$ cat config.mk
export PLATFORM = sky130hd
export DESIGN_NAME = htc_trap_decode
export DESIGN_NICKNAME = d
export VERILOG_FILES = /design/src/core/htc_cp15_decode.v /design/src/core/htc_trap_decode.v
export VERILOG_INCLUDE_DIRS = /design/src /design/src/core
export SDC_FILE = /design/constraint.sdc
export NUM_CORES = 1
export LEC_CHECK = 0
export BUFFER_PORTS_ARGS = -buffer_cell sky130_fd_sc_hd__buf_2
export CAP_MARGIN = 10
export CORE_ASPECT_RATIO = 2
export CORE_MARGIN = 1.5
export CORE_UTILIZATION = 36
export CTS_BUF_LIST = sky130_fd_sc_hd__clkbuf_8
export DETAILED_ROUTE_END_ITERATION = 10
export PLACE_DENSITY_LB_ADDON = 0.08
export REMOVE_ABC_BUFFERS = 1
export SLEW_MARGIN = 15
export SYNTH_ARGS = -nofsm -noshare
export SYNTH_HDL_FRONTEND = slang
export SYNTH_SLANG_ARGS = --single-unit
$ cat constraint.sdc
create_clock -name clk_in -period 2.25 [get_ports clk_in]
set_input_delay 0.45 -clock clk_in [delete_from_list [all_inputs] [get_ports clk_in]]
set_output_delay 0.45 -clock clk_in [all_outputs]
set_load 0.1 [all_outputs]
$ cat src/core/htc_map.vh
// register layout and encodings for the hypervisor trap decision block
`ifndef HTC_MAP_VH
`define HTC_MAP_VH
// ****************************************
// hyp_trap_config field positions
// ****************************************
`define HTC_BIT_STAGE2_ENABLE   0
`define HTC_BIT_DEFAULT_CACHE   12
`define HTC_BIT_TRAP_WFI        13
`define HTC_BIT_TRAP_WFE        14
`define HTC_BIT_TRAP_ID0        15
`define HTC_BIT_TRAP_ID1        16
`define HTC_BIT_TRAP_ID2        17
`define HTC_BIT_TRAP_ID3        18
`define HTC_BIT_TRAP_IMPDEF     20
`define HTC_BIT_TRAP_AUX        21
`define HTC_BIT_TRAP_SETWAY     22
`define HTC_BIT_TRAP_POC        23
// fields this block holds: 23:20, 18:12 and 0
`define HTC_IMPL_MASK           32'h00F7_F001
`define HTC_RESET_VALUE         32'h0000_0000
// ****************************************
// operation class codes from the pipeline
// ****************************************
`define HTC_OP_NONE             4'h0
`define HTC_OP_SYSREG           4'h1
`define HTC_OP_DC_POC           4'h2
`define HTC_OP_DC_SETWAY        4'h3
`define HTC_OP_WFE              4'h4
`define HTC_OP_WFI              4'h5
// exception level encodings
`define HTC_EL0                 2'h0
`define HTC_EL1                 2'h1
`define HTC_EL2                 2'h2
// ****************************************
// system register group codes from the decoder
// ****************************************
`define HTC_GRP_OTHER           4'h0
`define HTC_GRP_AUX_CTRL        4'h1
`define HTC_GRP_BYTECODE_ID     4'h2
`define HTC_GRP_FLOAT_ID        4'h3
`define HTC_GRP_CACHE_TYPE      4'h4
`define HTC_GRP_CACHE_SIZE      4'h5
`define HTC_GRP_CACHE_LEVEL     4'h6
`define HTC_GRP_CACHE_SELECT    4'h7
`define HTC_GRP_ID_ONE          4'h8
// outcome codes
`define HTC_OUT_NONE            2'h0
`define HTC_OUT_HYP_TRAP        2'h1
`define HTC_OUT_UNDEF           2'h2
// default memory attribute: normal, inner/outer wb ra wa
`define HTC_ATTR_NORMAL_WB      8'hFF
`endif

$ cat src/core/htc_cp15_decode.v
// encoding classifier for coprocessor-15 trap groups keyed by CRn/CRm/opc1/opc2
`timescale 1ns/100ps
module htc_cp15_decode (
  input  wire [3:0] crn_in,
  input  wire [3:0] crm_in,
  input  wire [2:0] opc1_in,
  input  wire [2:0] opc2_in,
  input  wire       opt_id3_in,
  output reg        impdef_out,
  output reg        id3_out
);
  always @* begin
    impdef_out = 1'b0;
    case (crn_in)
      4'h9:    impdef_out = (crm_in <= 4'h2) || (crm_in >= 4'h5 && crm_in <= 4'h8);
      4'hA:    impdef_out = (crm_in == 4'h0) || (crm_in == 4'h1) || (crm_in == 4'h4) || (crm_in == 4'h8);
      4'hB:    impdef_out = (crm_in <= 4'h8) || (crm_in == 4'hF);
      default: impdef_out = 1'b0;
    endcase
    id3_out = 1'b0;
    if (crn_in == 4'h0 && opc1_in == 3'h0) begin
      if (crm_in >= 4'h3 && crm_in <= 4'h7 && opc2_in <= 3'h1)
        id3_out = 1'b1;
      else if (crm_in == 4'h3 && opc2_in == 3'h2)
        id3_out = 1'b1;
      else if (crm_in == 4'h5 && (opc2_in == 3'h4 || opc2_in == 3'h5))
        id3_out = 1'b1;
      else if (opt_id3_in) begin
        // optional spare encodings, includes the zero-reading fourth memory feature slot
        if (crm_in == 4'h2 && opc2_in == 3'h7)
          id3_out = 1'b1;
        else if (crm_in == 4'h3 && opc2_in >= 3'h3)
          id3_out = 1'b1;
        else if ((crm_in == 4'h4 || crm_in == 4'h6 || crm_in == 4'h7) && opc2_in >= 3'h2)
          id3_out = 1'b1;
        else if (crm_in == 4'h5 && opc2_in != 3'h4 && opc2_in != 3'h5 && opc2_in >= 3'h2)
          id3_out = 1'b1;
      end
    end
  end
endmodule

$ cat src/core/htc_trap_decode.v
// hypervisor trap decision and default-cacheability override driven by hyp_trap_config
`timescale 1ns/100ps
`include "htc_map.vh"
module htc_trap_decode #(
  parameter POC_TRAPPABLE    = 1,
  parameter EL0_IMPDEF_TRAP  = 0,
  parameter OPT_ID3_TRAP     = 1,
  parameter BYTECODE_EL0_RAZ = 1
) (
  input  wire        clk_in,
  input  wire        rst_in,
  // register port from the system register path
  input  wire        cfg_wr_in,
  input  wire [31:0] cfg_wdata_in,
  output wire [31:0] cfg_rdata_out,
  // operation offered by the pipeline before commit
  input  wire        op_valid_in,
  input  wire [3:0]  op_class_in,
  input  wire [1:0]  op_el_in,
  input  wire        op_write_in,
  input  wire [3:0]  op_group_in,
  input  wire        op_cp15_in,
  input  wire [3:0]  op_crn_in,
  input  wire [3:0]  op_crm_in,
  input  wire [2:0]  op_opc1_in,
  input  wire [2:0]  op_opc2_in,
  input  wire        op_cond_pass_in,
  input  wire        op_would_block_in,
  input  wire        user_wait_event_permit_in,
  input  wire        user_wait_interrupt_permit_in,
  // decision
  output reg  [1:0]  op_outcome_out,
  output wire        op_commit_ok_out,
  output wire        op_hyp_trap_out,
  output wire        op_undef_out,
  // translation regime controls
  output wire        stage2_enable_eff_out,
  output wire        default_map_override_out,
  output wire [7:0]  default_mem_attr_out,
  output wire        default_exec_ok_out
);
  // ****************************************
  // configuration register
  // ****************************************
  reg  [31:0] hyp_trap_config_r;
  always @(posedge clk_in or posedge rst_in) begin
    if (rst_in) begin
      hyp_trap_config_r <= `HTC_RESET_VALUE;
    end else if (cfg_wr_in) begin
      hyp_trap_config_r <= cfg_wdata_in & `HTC_IMPL_MASK;
    end
  end
  // direct read returns stored stage 2 enable, unforced
  assign cfg_rdata_out = hyp_trap_config_r;

  wire trap_coherency_point_maint = hyp_trap_config_r[`HTC_BIT_TRAP_POC];
  wire trap_setway_maint          = hyp_trap_config_r[`HTC_BIT_TRAP_SETWAY];
  wire trap_aux_control_access    = hyp_trap_config_r[`HTC_BIT_TRAP_AUX];
  wire trap_impl_defined_sysregs  = hyp_trap_config_r[`HTC_BIT_TRAP_IMPDEF];
  wire trap_id_group_three        = hyp_trap_config_r[`HTC_BIT_TRAP_ID3];
  wire trap_id_group_two          = hyp_trap_config_r[`HTC_BIT_TRAP_ID2];
  wire trap_id_group_one          = hyp_trap_config_r[`HTC_BIT_TRAP_ID1];
  wire trap_id_group_zero         = hyp_trap_config_r[`HTC_BIT_TRAP_ID0];
  wire trap_wait_event            = hyp_trap_config_r[`HTC_BIT_TRAP_WFE];
  wire trap_wait_interrupt        = hyp_trap_config_r[`HTC_BIT_TRAP_WFI];
  wire default_cacheable          = hyp_trap_config_r[`HTC_BIT_DEFAULT_CACHE];
  wire stage2_enable              = hyp_trap_config_r[`HTC_BIT_STAGE2_ENABLE];

  // ****************************************
  // encoding classification
  // ****************************************
  wire enc_impdef;
  wire enc_id3;
  htc_cp15_decode u_cp15 (
    .crn_in     (op_crn_in),
    .crm_in     (op_crm_in),
    .opc1_in    (op_opc1_in),
    .opc2_in    (op_opc2_in),
    .opt_id3_in (OPT_ID3_TRAP != 0),
    .impdef_out (enc_impdef),
    .id3_out    (enc_id3)
  );

  wire at_el0   = (op_el_in == `HTC_EL0);
  wire at_el1   = (op_el_in == `HTC_EL1);
  wire guest_el = at_el0 | at_el1;
  wire is_read  = ~op_write_in;
  wire sysreg   = (op_class_in == `HTC_OP_SYSREG);
  wire cp15     = sysreg & op_cp15_in;
  wire grp_cache_id = (op_group_in == `HTC_GRP_CACHE_TYPE) | (op_group_in == `HTC_GRP_CACHE_SIZE) |
                      (op_group_in == `HTC_GRP_CACHE_LEVEL) | (op_group_in == `HTC_GRP_CACHE_SELECT);

  // ****************************************
  // trap decision, purely combinational so it is ready before commit
  // ****************************************
  reg hyp_trap;
  reg undef;
  always @* begin
    hyp_trap = 1'b0;
    undef    = 1'b0;
    case (op_class_in)
      `HTC_OP_DC_POC: begin
        if (at_el0)
          undef = 1'b1;
        else if (at_el1 && trap_coherency_point_maint && POC_TRAPPABLE != 0)
          hyp_trap = 1'b1;
      end
      `HTC_OP_DC_SETWAY: begin
        if (at_el0)
          undef = 1'b1;
        else if (at_el1 && trap_setway_maint)
          hyp_trap = 1'b1;
      end
      `HTC_OP_WFE: begin
        // failing condition or non-blocking wait never traps
        if (guest_el && op_cond_pass_in && op_would_block_in) begin
          if (at_el0 && !user_wait_event_permit_in)
            undef = 1'b1;
          else if (trap_wait_event)
            hyp_trap = 1'b1;
        end
      end
      `HTC_OP_WFI: begin
        if (guest_el && op_cond_pass_in && op_would_block_in) begin
          if (at_el0 && !user_wait_interrupt_permit_in)
            undef = 1'b1;
          else if (trap_wait_interrupt)
            hyp_trap = 1'b1;
        end
      end
      `HTC_OP_SYSREG: begin
        if (at_el1 && trap_aux_control_access && op_group_in == `HTC_GRP_AUX_CTRL)
          hyp_trap = 1'b1;
        if (cp15 && enc_impdef && trap_impl_defined_sysregs) begin
          if (at_el1)
            hyp_trap = 1'b1;
          else if (at_el0 && EL0_IMPDEF_TRAP != 0)
            hyp_trap = 1'b1;
          else if (at_el0)
            undef = 1'b1;
        end
        if (at_el1 && is_read && cp15 && enc_id3 && trap_id_group_three)
          hyp_trap = 1'b1;
        if (guest_el && trap_id_group_two && grp_cache_id &&
            (is_read || op_group_in == `HTC_GRP_CACHE_SELECT))
          hyp_trap = 1'b1;
        if (at_el1 && is_read && trap_id_group_one && op_group_in == `HTC_GRP_ID_ONE)
          hyp_trap = 1'b1;
        // float ID writes fall through untrapped and are ignored downstream
        if (at_el1 && is_read && trap_id_group_zero &&
            (op_group_in == `HTC_GRP_BYTECODE_ID || op_group_in == `HTC_GRP_FLOAT_ID))
          hyp_trap = 1'b1;
        if (at_el0 && is_read && op_group_in == `HTC_GRP_BYTECODE_ID) begin
          if (BYTECODE_EL0_RAZ == 0)
            undef = 1'b1;
          else if (trap_id_group_zero)
            hyp_trap = 1'b1;
        end
      end
      default: begin
        hyp_trap = 1'b0;
      end
    endcase
    // undefined always outranks the hypervisor trap
    if (undef)
      hyp_trap = 1'b0;
  end

  always @* begin
    if (!op_valid_in)
      op_outcome_out = `HTC_OUT_NONE;
    else if (undef)
      op_outcome_out = `HTC_OUT_UNDEF;
    else if (hyp_trap)
      op_outcome_out = `HTC_OUT_HYP_TRAP;
    else
      op_outcome_out = `HTC_OUT_NONE;
  end
  assign op_hyp_trap_out  = op_valid_in & hyp_trap & ~undef;
  assign op_undef_out     = op_valid_in & undef;
  // commit gate: trapped ops write no state and fire no side effect
  assign op_commit_ok_out = op_valid_in & ~hyp_trap & ~undef;

  // ****************************************
  // translation regime controls (guest regime only)
  // ****************************************
  assign stage2_enable_eff_out    = guest_el & (stage2_enable | default_cacheable);
  assign default_map_override_out = guest_el & default_cacheable;
  assign default_mem_attr_out     = default_map_override_out ? `HTC_ATTR_NORMAL_WB : 8'h00;
  assign default_exec_ok_out      = default_map_override_out;
endmodule

# Word level (Yosys, flattened, before mapping)
# Cells that the tools add are included.
# totals
regBits	12
out_inout_bits	48
# classes
mux	42
bitwise	16
n_reduce_logical	52
eq_ne	32
magnitude_cmp	8
# ops
operator	n
$eq A4 B3 Y1 const B	10
$mux W1	36
$logic_and A1 B1 Y1	35
$eq A4 B2 Y1 const B	6
$eq A4 B4 Y1 const B	6
$eq A4 B1 Y1 const B	3
$logic_or A1 B1 Y1	10
$eq A3 B3 Y1 const B	3
$and A1 B1 Y1	8
$logic_not A4 Y1	2
$mux W8	1
$ge A3 B2 Y1 const B	2
$ne A3 B3 Y1 const B	2
$or A1 B1 Y1	5
$pmux W1 S5	1
$ge A4 B2 Y1 const B	1
$ge A4 B3 Y1 const B	1
$le A4 B2 Y1 const B	1
$le A4 B3 Y1 const B	1
$le A4 B4 Y1 const B	1
$mux W2	2
$pmux W1 S4	1
$eq A3 B2 Y1 const B	1
$le A3 B1 Y1 const B	1
7 further kinds	10

# Longest topological paths before layout
# Gate-level depths: netlist (run 1).
# logic_depth
word_depth	25
depth_mapped	6
ltp_nobuf	5

# Modules after synthesis
# A second synthesis (run 1) with hierarchy kept.
# unflattened
cells_unflattened	123
hier_area_um2	1124.8
# by_module_without_submodules
mod	seq_area_each_um2	cells_each	n_inst	area_each_um2
htc_trap_decode	300.3	101	1	985.9
htc_cp15_decode	0.0	22	1	138.9

# Least setup slack after synthesis (run 1)
# OpenSTA, ideal clock, no wires.
# synth_path
path_kind	reg-to-output
startpoint	reg hyp_trap_config_r[15], in the netlist cfg_rdata_out[15]
endpoint	out op_hyp_trap_out
path_slack_ns	-1.514
stages_incl_launch_ff	6
arrival_ns	3.314
path_buffers	0
path_cell_list	dfrtp_1 -> or4bb_1 -> o22ai_1 -> a32o_1 -> o21ai_0 -> a21oi_1
# synth_between
elab_chain_len	9
# synth_rtl
element	line_no	source
start: declaration	htc_trap_decode.v:45	reg [31:0] hyp_trap_config_r;
start signal: assignment	htc_trap_decode.v:48	hyp_trap_config_r <= `HTC_RESET_VALUE;
start signal: assignment	htc_trap_decode.v:50	hyp_trap_config_r <= cfg_wdata_in & `HTC_IMPL_MASK;
$logic_and A1 B1 Y1 (2 in a row)	htc_trap_decode.v:150	if (at_el1 && is_read && trap_id_group_zero &&
$mux W1	htc_trap_decode.v:150	
$mux W1	htc_trap_decode.v:156	else if (trap_id_group_zero)
$mux W1 (*)	htc_trap_decode.v:153	if (at_el0 && is_read && op_group_in == `HTC_GRP_BYTECODE_ID) begin
$pmux W1 S5 (*)	htc_trap_decode.v:101	case (op_class_in)
$mux W1 (*)	htc_trap_decode.v:165	if (undef)
$and A1 B1 Y1 (*) (2 in a row)	htc_trap_decode.v:179	assign op_hyp_trap_out = op_valid_in & hyp_trap & ~undef;
end: declaration	htc_trap_decode.v:34	output wire op_hyp_trap_out,
# Mark *: on every way between the ends. The rest lies on a longest branch, timed or not.

# Worst setup path in the final report (run 1)
# layout_path
startpoint	in op_class_in[1]
endpoint	out op_commit_ok_out
# layout_between
elab_chain_len	16
word_cells_on_any_way	27
# layout_rtl
element	line_no	source
start: declaration	htc_trap_decode.v:18	input wire [3:0] op_class_in,
$eq A4 B1 Y1	htc_trap_decode.v:101	
$and A1 B1 Y1	htc_trap_decode.v:89	wire cp15 = sysreg & op_cp15_in;
$logic_and A1 B1 Y1 (on tied branches) (2 in a row)	htc_trap_decode.v:134, htc_trap_decode.v:142	
$mux W1 / $logic_and A1 B1 Y1 (equally long branches)	htc_trap_decode.v:134, htc_trap_decode.v:142	
$mux W1	htc_trap_decode.v:142	if (at_el1 && is_read && cp15 && enc_id3 && trap_id_group_three)
$mux W1	htc_trap_decode.v:144	if (guest_el && trap_id_group_two && grp_cache_id &&
$mux W1	htc_trap_decode.v:147	if (at_el1 && is_read && trap_id_group_one && op_group_in == `HTC_GRP_ID_ONE)
$mux W1	htc_trap_decode.v:150	
$mux W1	htc_trap_decode.v:156	
$mux W1	htc_trap_decode.v:153	
$pmux W1 S5	htc_trap_decode.v:101	
$mux W1	htc_trap_decode.v:165	
$not A1 Y1	htc_trap_decode.v:182	assign op_commit_ok_out = op_valid_in & ~hyp_trap & ~undef;
$and A1 B1 Y1	htc_trap_decode.v:182	
$and A1 B1 Y1 (*)	htc_trap_decode.v:182	
end: declaration	htc_trap_decode.v:33	output wire op_commit_ok_out,
# Marked as above.

==> results of run 1 <==
[Yosys cell counts (all sizes together)]
master	instances	area (µm²)
a21boi	2	15.0
a21oi	2	10.0
a22o	1	8.76
a22oi	1	7.51
a311o	1	10.0
a311oi	1	8.76
a31oi	1	6.26
a32o	1	10.0
a41oi	1	8.76
and2b	2	17.5
and3b	2	17.5
and4	1	8.76
and4bb	1	12.5
buf	31	229
conb	1	3.75
dfrtp	12	300
inv	2	7.51
mux2	13	146
mux2i	2	20.0
nand2	4	15.0
nand3	2	10.0
nand4b	1	8.76
nor2	10	37.5
nor2b	5	31.3
nor3b	1	7.51
nor4	2	12.5
nor4b	2	23.8
o211ai	1	7.51
o21ai	4	20.0
o221ai	1	8.76
o22ai	1	6.26
or2b	1	8.76
or4	1	7.51
or4bb	2	22.5
[cell families (layout without fill, tap and decap cells)]
| group | after synthesis | count (layout) | synth area share |
|---|---|---|---|
| DFF | 12 | 12 | 0.279 |
| AOI/OAI and AO/OA | 18 | 18 | 0.119 |
| other | 1 | 20 | 0.00349 |
| muxes | 15 | 15 | 0.155 |
| and+or+nand+nor | 37 | 37 | 0.224 |
| buffers and inverters | 33 | 98 | 0.220 |
[cell type report]
class	instances	area, µm²
fillers	256	965
repair buffers	93	768
multi-input cells	90	686
flip-flops and latches	12	300
clock buffers	3	41.3
well taps	29	36.3
inverters	2	7.51
[power groups by stage]
stage                     registers (mW)  logic, mW  clock network, mW
after global placement             0.257      0.679                  0
after CTS                          0.255      0.702              0.192
after floorplan                    0.415      0.340                  0
final                              0.254      0.703              0.185
after global routing               0.258      0.726              0.201
after detailed placement           0.258      0.685                  0
[worst max-delay path: cells and delay by family]
| kind | cells | cell delay (ps) |
|---|---|---|
| muxes | 1 | 100 |
| buffers and inverters | 2 | 310 |
| and+or+nand+nor | 2 | 560 |
| AOI/OAI and AO/OA | 2 | 590 |
[per-layer routing]
layer,wire length (µm),vias up
met2,1920,57
li1,-,539
met3,171,8
met5,0,-
met4,91,0
met1,929,532
[through the flow]
stage / setup WS, ps / utilization / cell area (µm²) / total power, mW / hold WS, ps
2_1_floorplan: -12060 / - / 918 / 0.755 / 315
3_3_place_gp: -396 / 0.594 / 1670 / 0.935 / 475
3_5_place_dp: -416 / 0.594 / 1670 / 0.942 / 488
4_1_cts: -182 / 0.650 / 1820 / 1.15 / 234
5_1_grt: -260 / 0.656 / 1840 / 1.19 / 268
6_report: -202 / 0.656 / 1840 / 1.14 / 214
[final timing paths]
| kind | cells after the start | endpoint | slack, ps | from |
|---|---|---|---|---|
| min in group clk_in | 2 | cfg_rdata_out[0]$_DFFE_PP0P_ | 440 | cfg_wdata_in[0] |
| min | 2 | cfg_rdata_out[0]$_DFFE_PP0P_ | 210 | rst_in |
| max in group asynchronous | 2 | cfg_rdata_out[20]$_DFFE_PP0P_ | 1720 | rst_in |
| min reg2reg | 1 | cfg_rdata_out[20]$_DFFE_PP0P_ | 530 | cfg_rdata_out[20]$_DFFE_PP0P_ |
| max | 7 | op_commit_ok_out | -200 | op_class_in[1] |
| max reg2reg | 2 | cfg_rdata_out[15]$_DFFE_PP0P_ | 1400 | cfg_rdata_out[15]$_DFFE_PP0P_ |
[timing repair]
action,CTS,global route
resized for setup,23,3
endpoints found under the setup margin,5,5
pin swaps,8,3
endpoints found under the hold margin,0,0
buffers inserted,2,0
==> flow_summary.ini, run 1 <==
[clock_tree]
holdBufCountCts = 0
htree_levels = 1
clkSlewWorstSetupHoldPaths_ps = 50
clk_latency_ps = 230
clockBufferDepth = 2
cts_tree = built
cts_root_buf = clkbuf_8
numCtsBuffers = 3
clock_sinks = 12

[sta]
finalCritPeriodShare = 1.09
slew_viol_final = 0
rsz0062_at_grt = yes
timing.setup.tns_ps = -773
layout_min_cycle_time_ps = 2450
finalSetupViolations = 5
worst_slack_ps = -202
fmax_mhz = 408
clock_skew_ps = 0
final_hold_viol_count = 0

[critical_path]
cpPeakStageDelay_ps = 360
critPathCaptureType = output port
worst_setup_path_start_kind = input pin
crit_slowest_cell = a311o_1
worstPathCellList = buf_6 > and4bb_1 > mux2i_2 > a22o_1 > a311o_1 > and3b_1 > buf_8
critical_path_class = input pin to output port
cp.arrival_ps = 2000
path_max_fanout = 3
required_ps = 1800

[final_layout]
n_antenna_cell = 0
final_cell_mix = buf_2 (54), conb_1 (20), buf_4 (19), buf_12 (14), mux2_2 (13)
fin_nets = 268
largest_register_ffs = 12
stdcell_count = 229
area.growth.synth_to_final_pct = 70.9
mostFrequentLayoutCell = buf_2
drive_gt1_frac = 0.615

[flow_run]
drv_cap = 0

[place]
dpl.hpwl_mm = 2.62
dp_cells = 224
portBuffers = 73
gp_congestion = 0.784

[global_route]
antenna_found_initial = 0
grt_usage = 0.183
gr-usage-met2 = 0.397
grt_pass1_vias = 1175
met1_usage = 0.147
grt_max_degree = 13
grt_remaining_overflow = 0
busiest_layer = met2
grt_util_met3 = 0.0157
grt_first_pass_wirelength_mm = 4.80

[floorplan]
initial_core_util = 0.384
design.die.area_um2 = 3350
rows = 27
design.portCount = 114
die_w_um = 41.7
coreArea_um2 = 2800
die_y_um = 80.3

[drt]
dr.pass1.iters = 4
avgViaCountPerCell = 4.96
wl_per_cell_um = 13.6
ant_nets = 0
vias = 1136
route.final.wire_length_mm = 3.11
drtIter0Drc = 8
drc = 0

[synth]
synth_area_um2 = 1080
synth_warnings = 0
yosysSeqAreaShare = 0.279
ys_types = 36
synth_cells = 116
post_synth.cell_area_avg_um2 = 9.28
synth-seq-cells = 12

[power]
p_int_mw = 0.526
netSwitchingPower_mw = 0.616
ir_worst_vdd_mv = 0.653
power_leakage_nw = 0.887
clkPwrFrac = 0.162
seqPwrFrac = 0.222
power_density_nw_per_um2 = 621
combPwrFrac = 0.616
p_sw_frac = 0.539

[outcome]
status = finished, violations left
violations = negative setup slack

[min_path]
hold_path_class = input pin to async pin
(Power assumes the default switching activity.)
==> run 2, diff against run 1 <==
--- a/config.mk
+++ b/config.mk
@@ -10,8 +10,7 @@
 export CAP_MARGIN = 10
 export CORE_ASPECT_RATIO = 2
 export CORE_MARGIN = 1.5
-export CORE_UTILIZATION = 36
-export CTS_BUF_LIST = sky130_fd_sc_hd__clkbuf_8
+export CORE_UTILIZATION = 35
 export DETAILED_ROUTE_END_ITERATION = 10
 export PLACE_DENSITY_LB_ADDON = 0.08
 export REMOVE_ABC_BUFFERS = 1
==> run 2 against run 1 <==
  * The run still ends with negative setup slack left
  * Power about the same
  * Design area down 1.0%
  * Sequential power about the same
  * Count of clock-buffer cells in the layout unchanged
  * Critical path depth unchanged
  * Highest routed layer unchanged
==> flow_summary.ini, run 2 (synthesized netlist as in run 1, its figures left out) <==
[clock_tree]
htree_levels = 1
cts_tree = built
cts_root_buf = clkbuf_8
numCtsBuffers = 3
clk_latency_ps = 230
clock_sinks = 12
clockBufferDepth = 2
clkSlewWorstSetupHoldPaths_ps = 50
holdBufCountCts = 0

[sta]
rsz0062_at_grt = yes
worst_slack_ps = -171
clock_skew_ps = 0
final_hold_viol_count = 0
layout_min_cycle_time_ps = 2420
slew_viol_final = 0
finalSetupViolations = 5
fmax_mhz = 413
finalCritPeriodShare = 1.08

[drt]
route.final.wire_length_mm = 3.05
wl_per_cell_um = 13.3
met1Wirelength_mm = 1.01
ant_nets = 0
drtIter0Drc = 21
drc = 0
vias = 1117
top_layer = met4
avgViaCountPerCell = 4.86
dr.pass1.iters = 4
met3_length_um = 150
wl_met2_mm = 1.85

[flow_run]
drv_cap = 0

[power]
p_int_mw = 0.525
power_leakage_nw = 0.884
clkPwrFrac = 0.165
ir_worst_vdd_mv = 0.437
combPwrFrac = 0.612
power_density_nw_per_um2 = 627
p_sw_frac = 0.540
netSwitchingPower_mw = 0.617
seqPwrFrac = 0.223
power.total_mw = 1.14

[floorplan]
die_y_um = 81.4
design.portCount = 114
coreArea_um2 = 2940
die_w_um = 42.2
design.die.area_um2 = 3440
initial_core_util = 0.366
rows = 28

[critical_path]
crit_slowest_cell = or4_1
path_max_fanout = 4
worstPathCellList = buf_6 > nand4b_1 > or4_1 > a22oi_2 > a41oi_4 > and3b_1 > buf_6
cpPeakStageDelay_ps = 510
critical_path_class = input pin to output port
required_ps = 1800
critPathCaptureType = output port
cp.arrival_ps = 1970
crit_path_frequent_cell = buf_6
worst_setup_path_start_kind = input pin

[final_layout]
final_cell_mix = buf_2 (54), conb_1 (20), buf_4 (19), buf_12 (14), mux2_2 (13)
area.growth.synth_to_final_pct = 69.2
fin_nets = 268
stdcell_count = 230
nFillCells = 276
n_antenna_cell = 0
drive_gt1_frac = 0.605
final_util = 0.619
largest_register_ffs = 12
mostFrequentLayoutCell = buf_2

[outcome]
status = finished, violations left
violations = negative setup slack

[place]
dpl.hpwl_mm = 2.56
dp_cells = 226
portBuffers = 73
gp_congestion = 0.868

[global_route]
antenna_found_initial = 0
grt_first_pass_wirelength_mm = 4.77
grt_remaining_overflow = 0
grt_usage = 0.178
grt_pass1_vias = 1153
grt_max_degree = 13

[min_path]
hold_path_class = input pin to async pin
## run 2: worst max-delay path: cells and delay by family
family                 cells  cell delay [ps]
AO/OA/AOI/OAI              2              310
AND/OR/NAND/NOR            3              930
buffers and inverters      2              280
## run 2: per-stage QoR
stage | setup slack [ps] | cell area [µm²] | hold WS (ps) | setup TNS, ps
2_1_floorplan | -12060 | 918 | 315 | -128890
3_3_place_gp | -384 | 1670 | 475 | -1280
5_1_grt | -232 | 1820 | 248 | -1070
6_report | -171 | 1820 | 216 | -771
4_1_cts | -152 | 1820 | 228 | -666
3_5_place_dp | -385 | 1670 | 487 | -1320
## run 2: timing repair
item	4_1_cts	5_1_grt
buffers inserted	1	0
endpoints found under the setup margin	5	5
resized for setup	22	0
cloned	0	0
pin swaps	7	0
## run 2: power by group through the flow
stage	clock network, mW	registers (mW)	logic, mW
3_3_place_gp	0	0.257	0.680
2_1_floorplan	0	0.415	0.340
5_1_grt	0.207	0.258	0.721
4_1_cts	0.199	0.255	0.701
3_5_place_dp	0	0.258	0.685
6_report	0.189	0.255	0.698
## run 2: area by class of cell
| class | count | area (µm²) | share of cell area |
|---|---|---|---|
| inverters | 2 | 7.51 | 0.00412 |
| flip-flops and latches | 12 | 300 | 0.165 |
| well taps | 30 | 37.5 | 0.0206 |
| repair buffers | 93 | 761 | 0.418 |
| clock buffers | 3 | 41.3 | 0.0227 |
| multi-input cells | 90 | 673 | 0.370 |
## run 2: worst paths after layout
path / startpoint / endpoint / slack [ps] / cells after the start
max: op_class_in[3] / op_commit_ok_out / -170 / 7
min: rst_in / cfg_rdata_out[13]$_DFFE_PP0P_ / 220 / 2
max reg2reg: cfg_rdata_out[15]$_DFFE_PP0P_ / cfg_rdata_out[15]$_DFFE_PP0P_ / 1380 / 2
min reg2reg: cfg_rdata_out[18]$_DFFE_PP0P_ / cfg_rdata_out[18]$_DFFE_PP0P_ / 530 / 1
max in group asynchronous: rst_in / cfg_rdata_out[20]$_DFFE_PP0P_ / 1720 / 2
min in group clk_in: cfg_wdata_in[14] / cfg_rdata_out[14]$_DFFE_PP0P_ / 440 / 2
## run 2: routing by layer
metal / global-route usage / vias up
li1: - / 541
met1: 0.163 / 519
met2: 0.375 / 53
met3: 0.0176 / 4
met4: 0.0750 / 0
met5: 0 / -
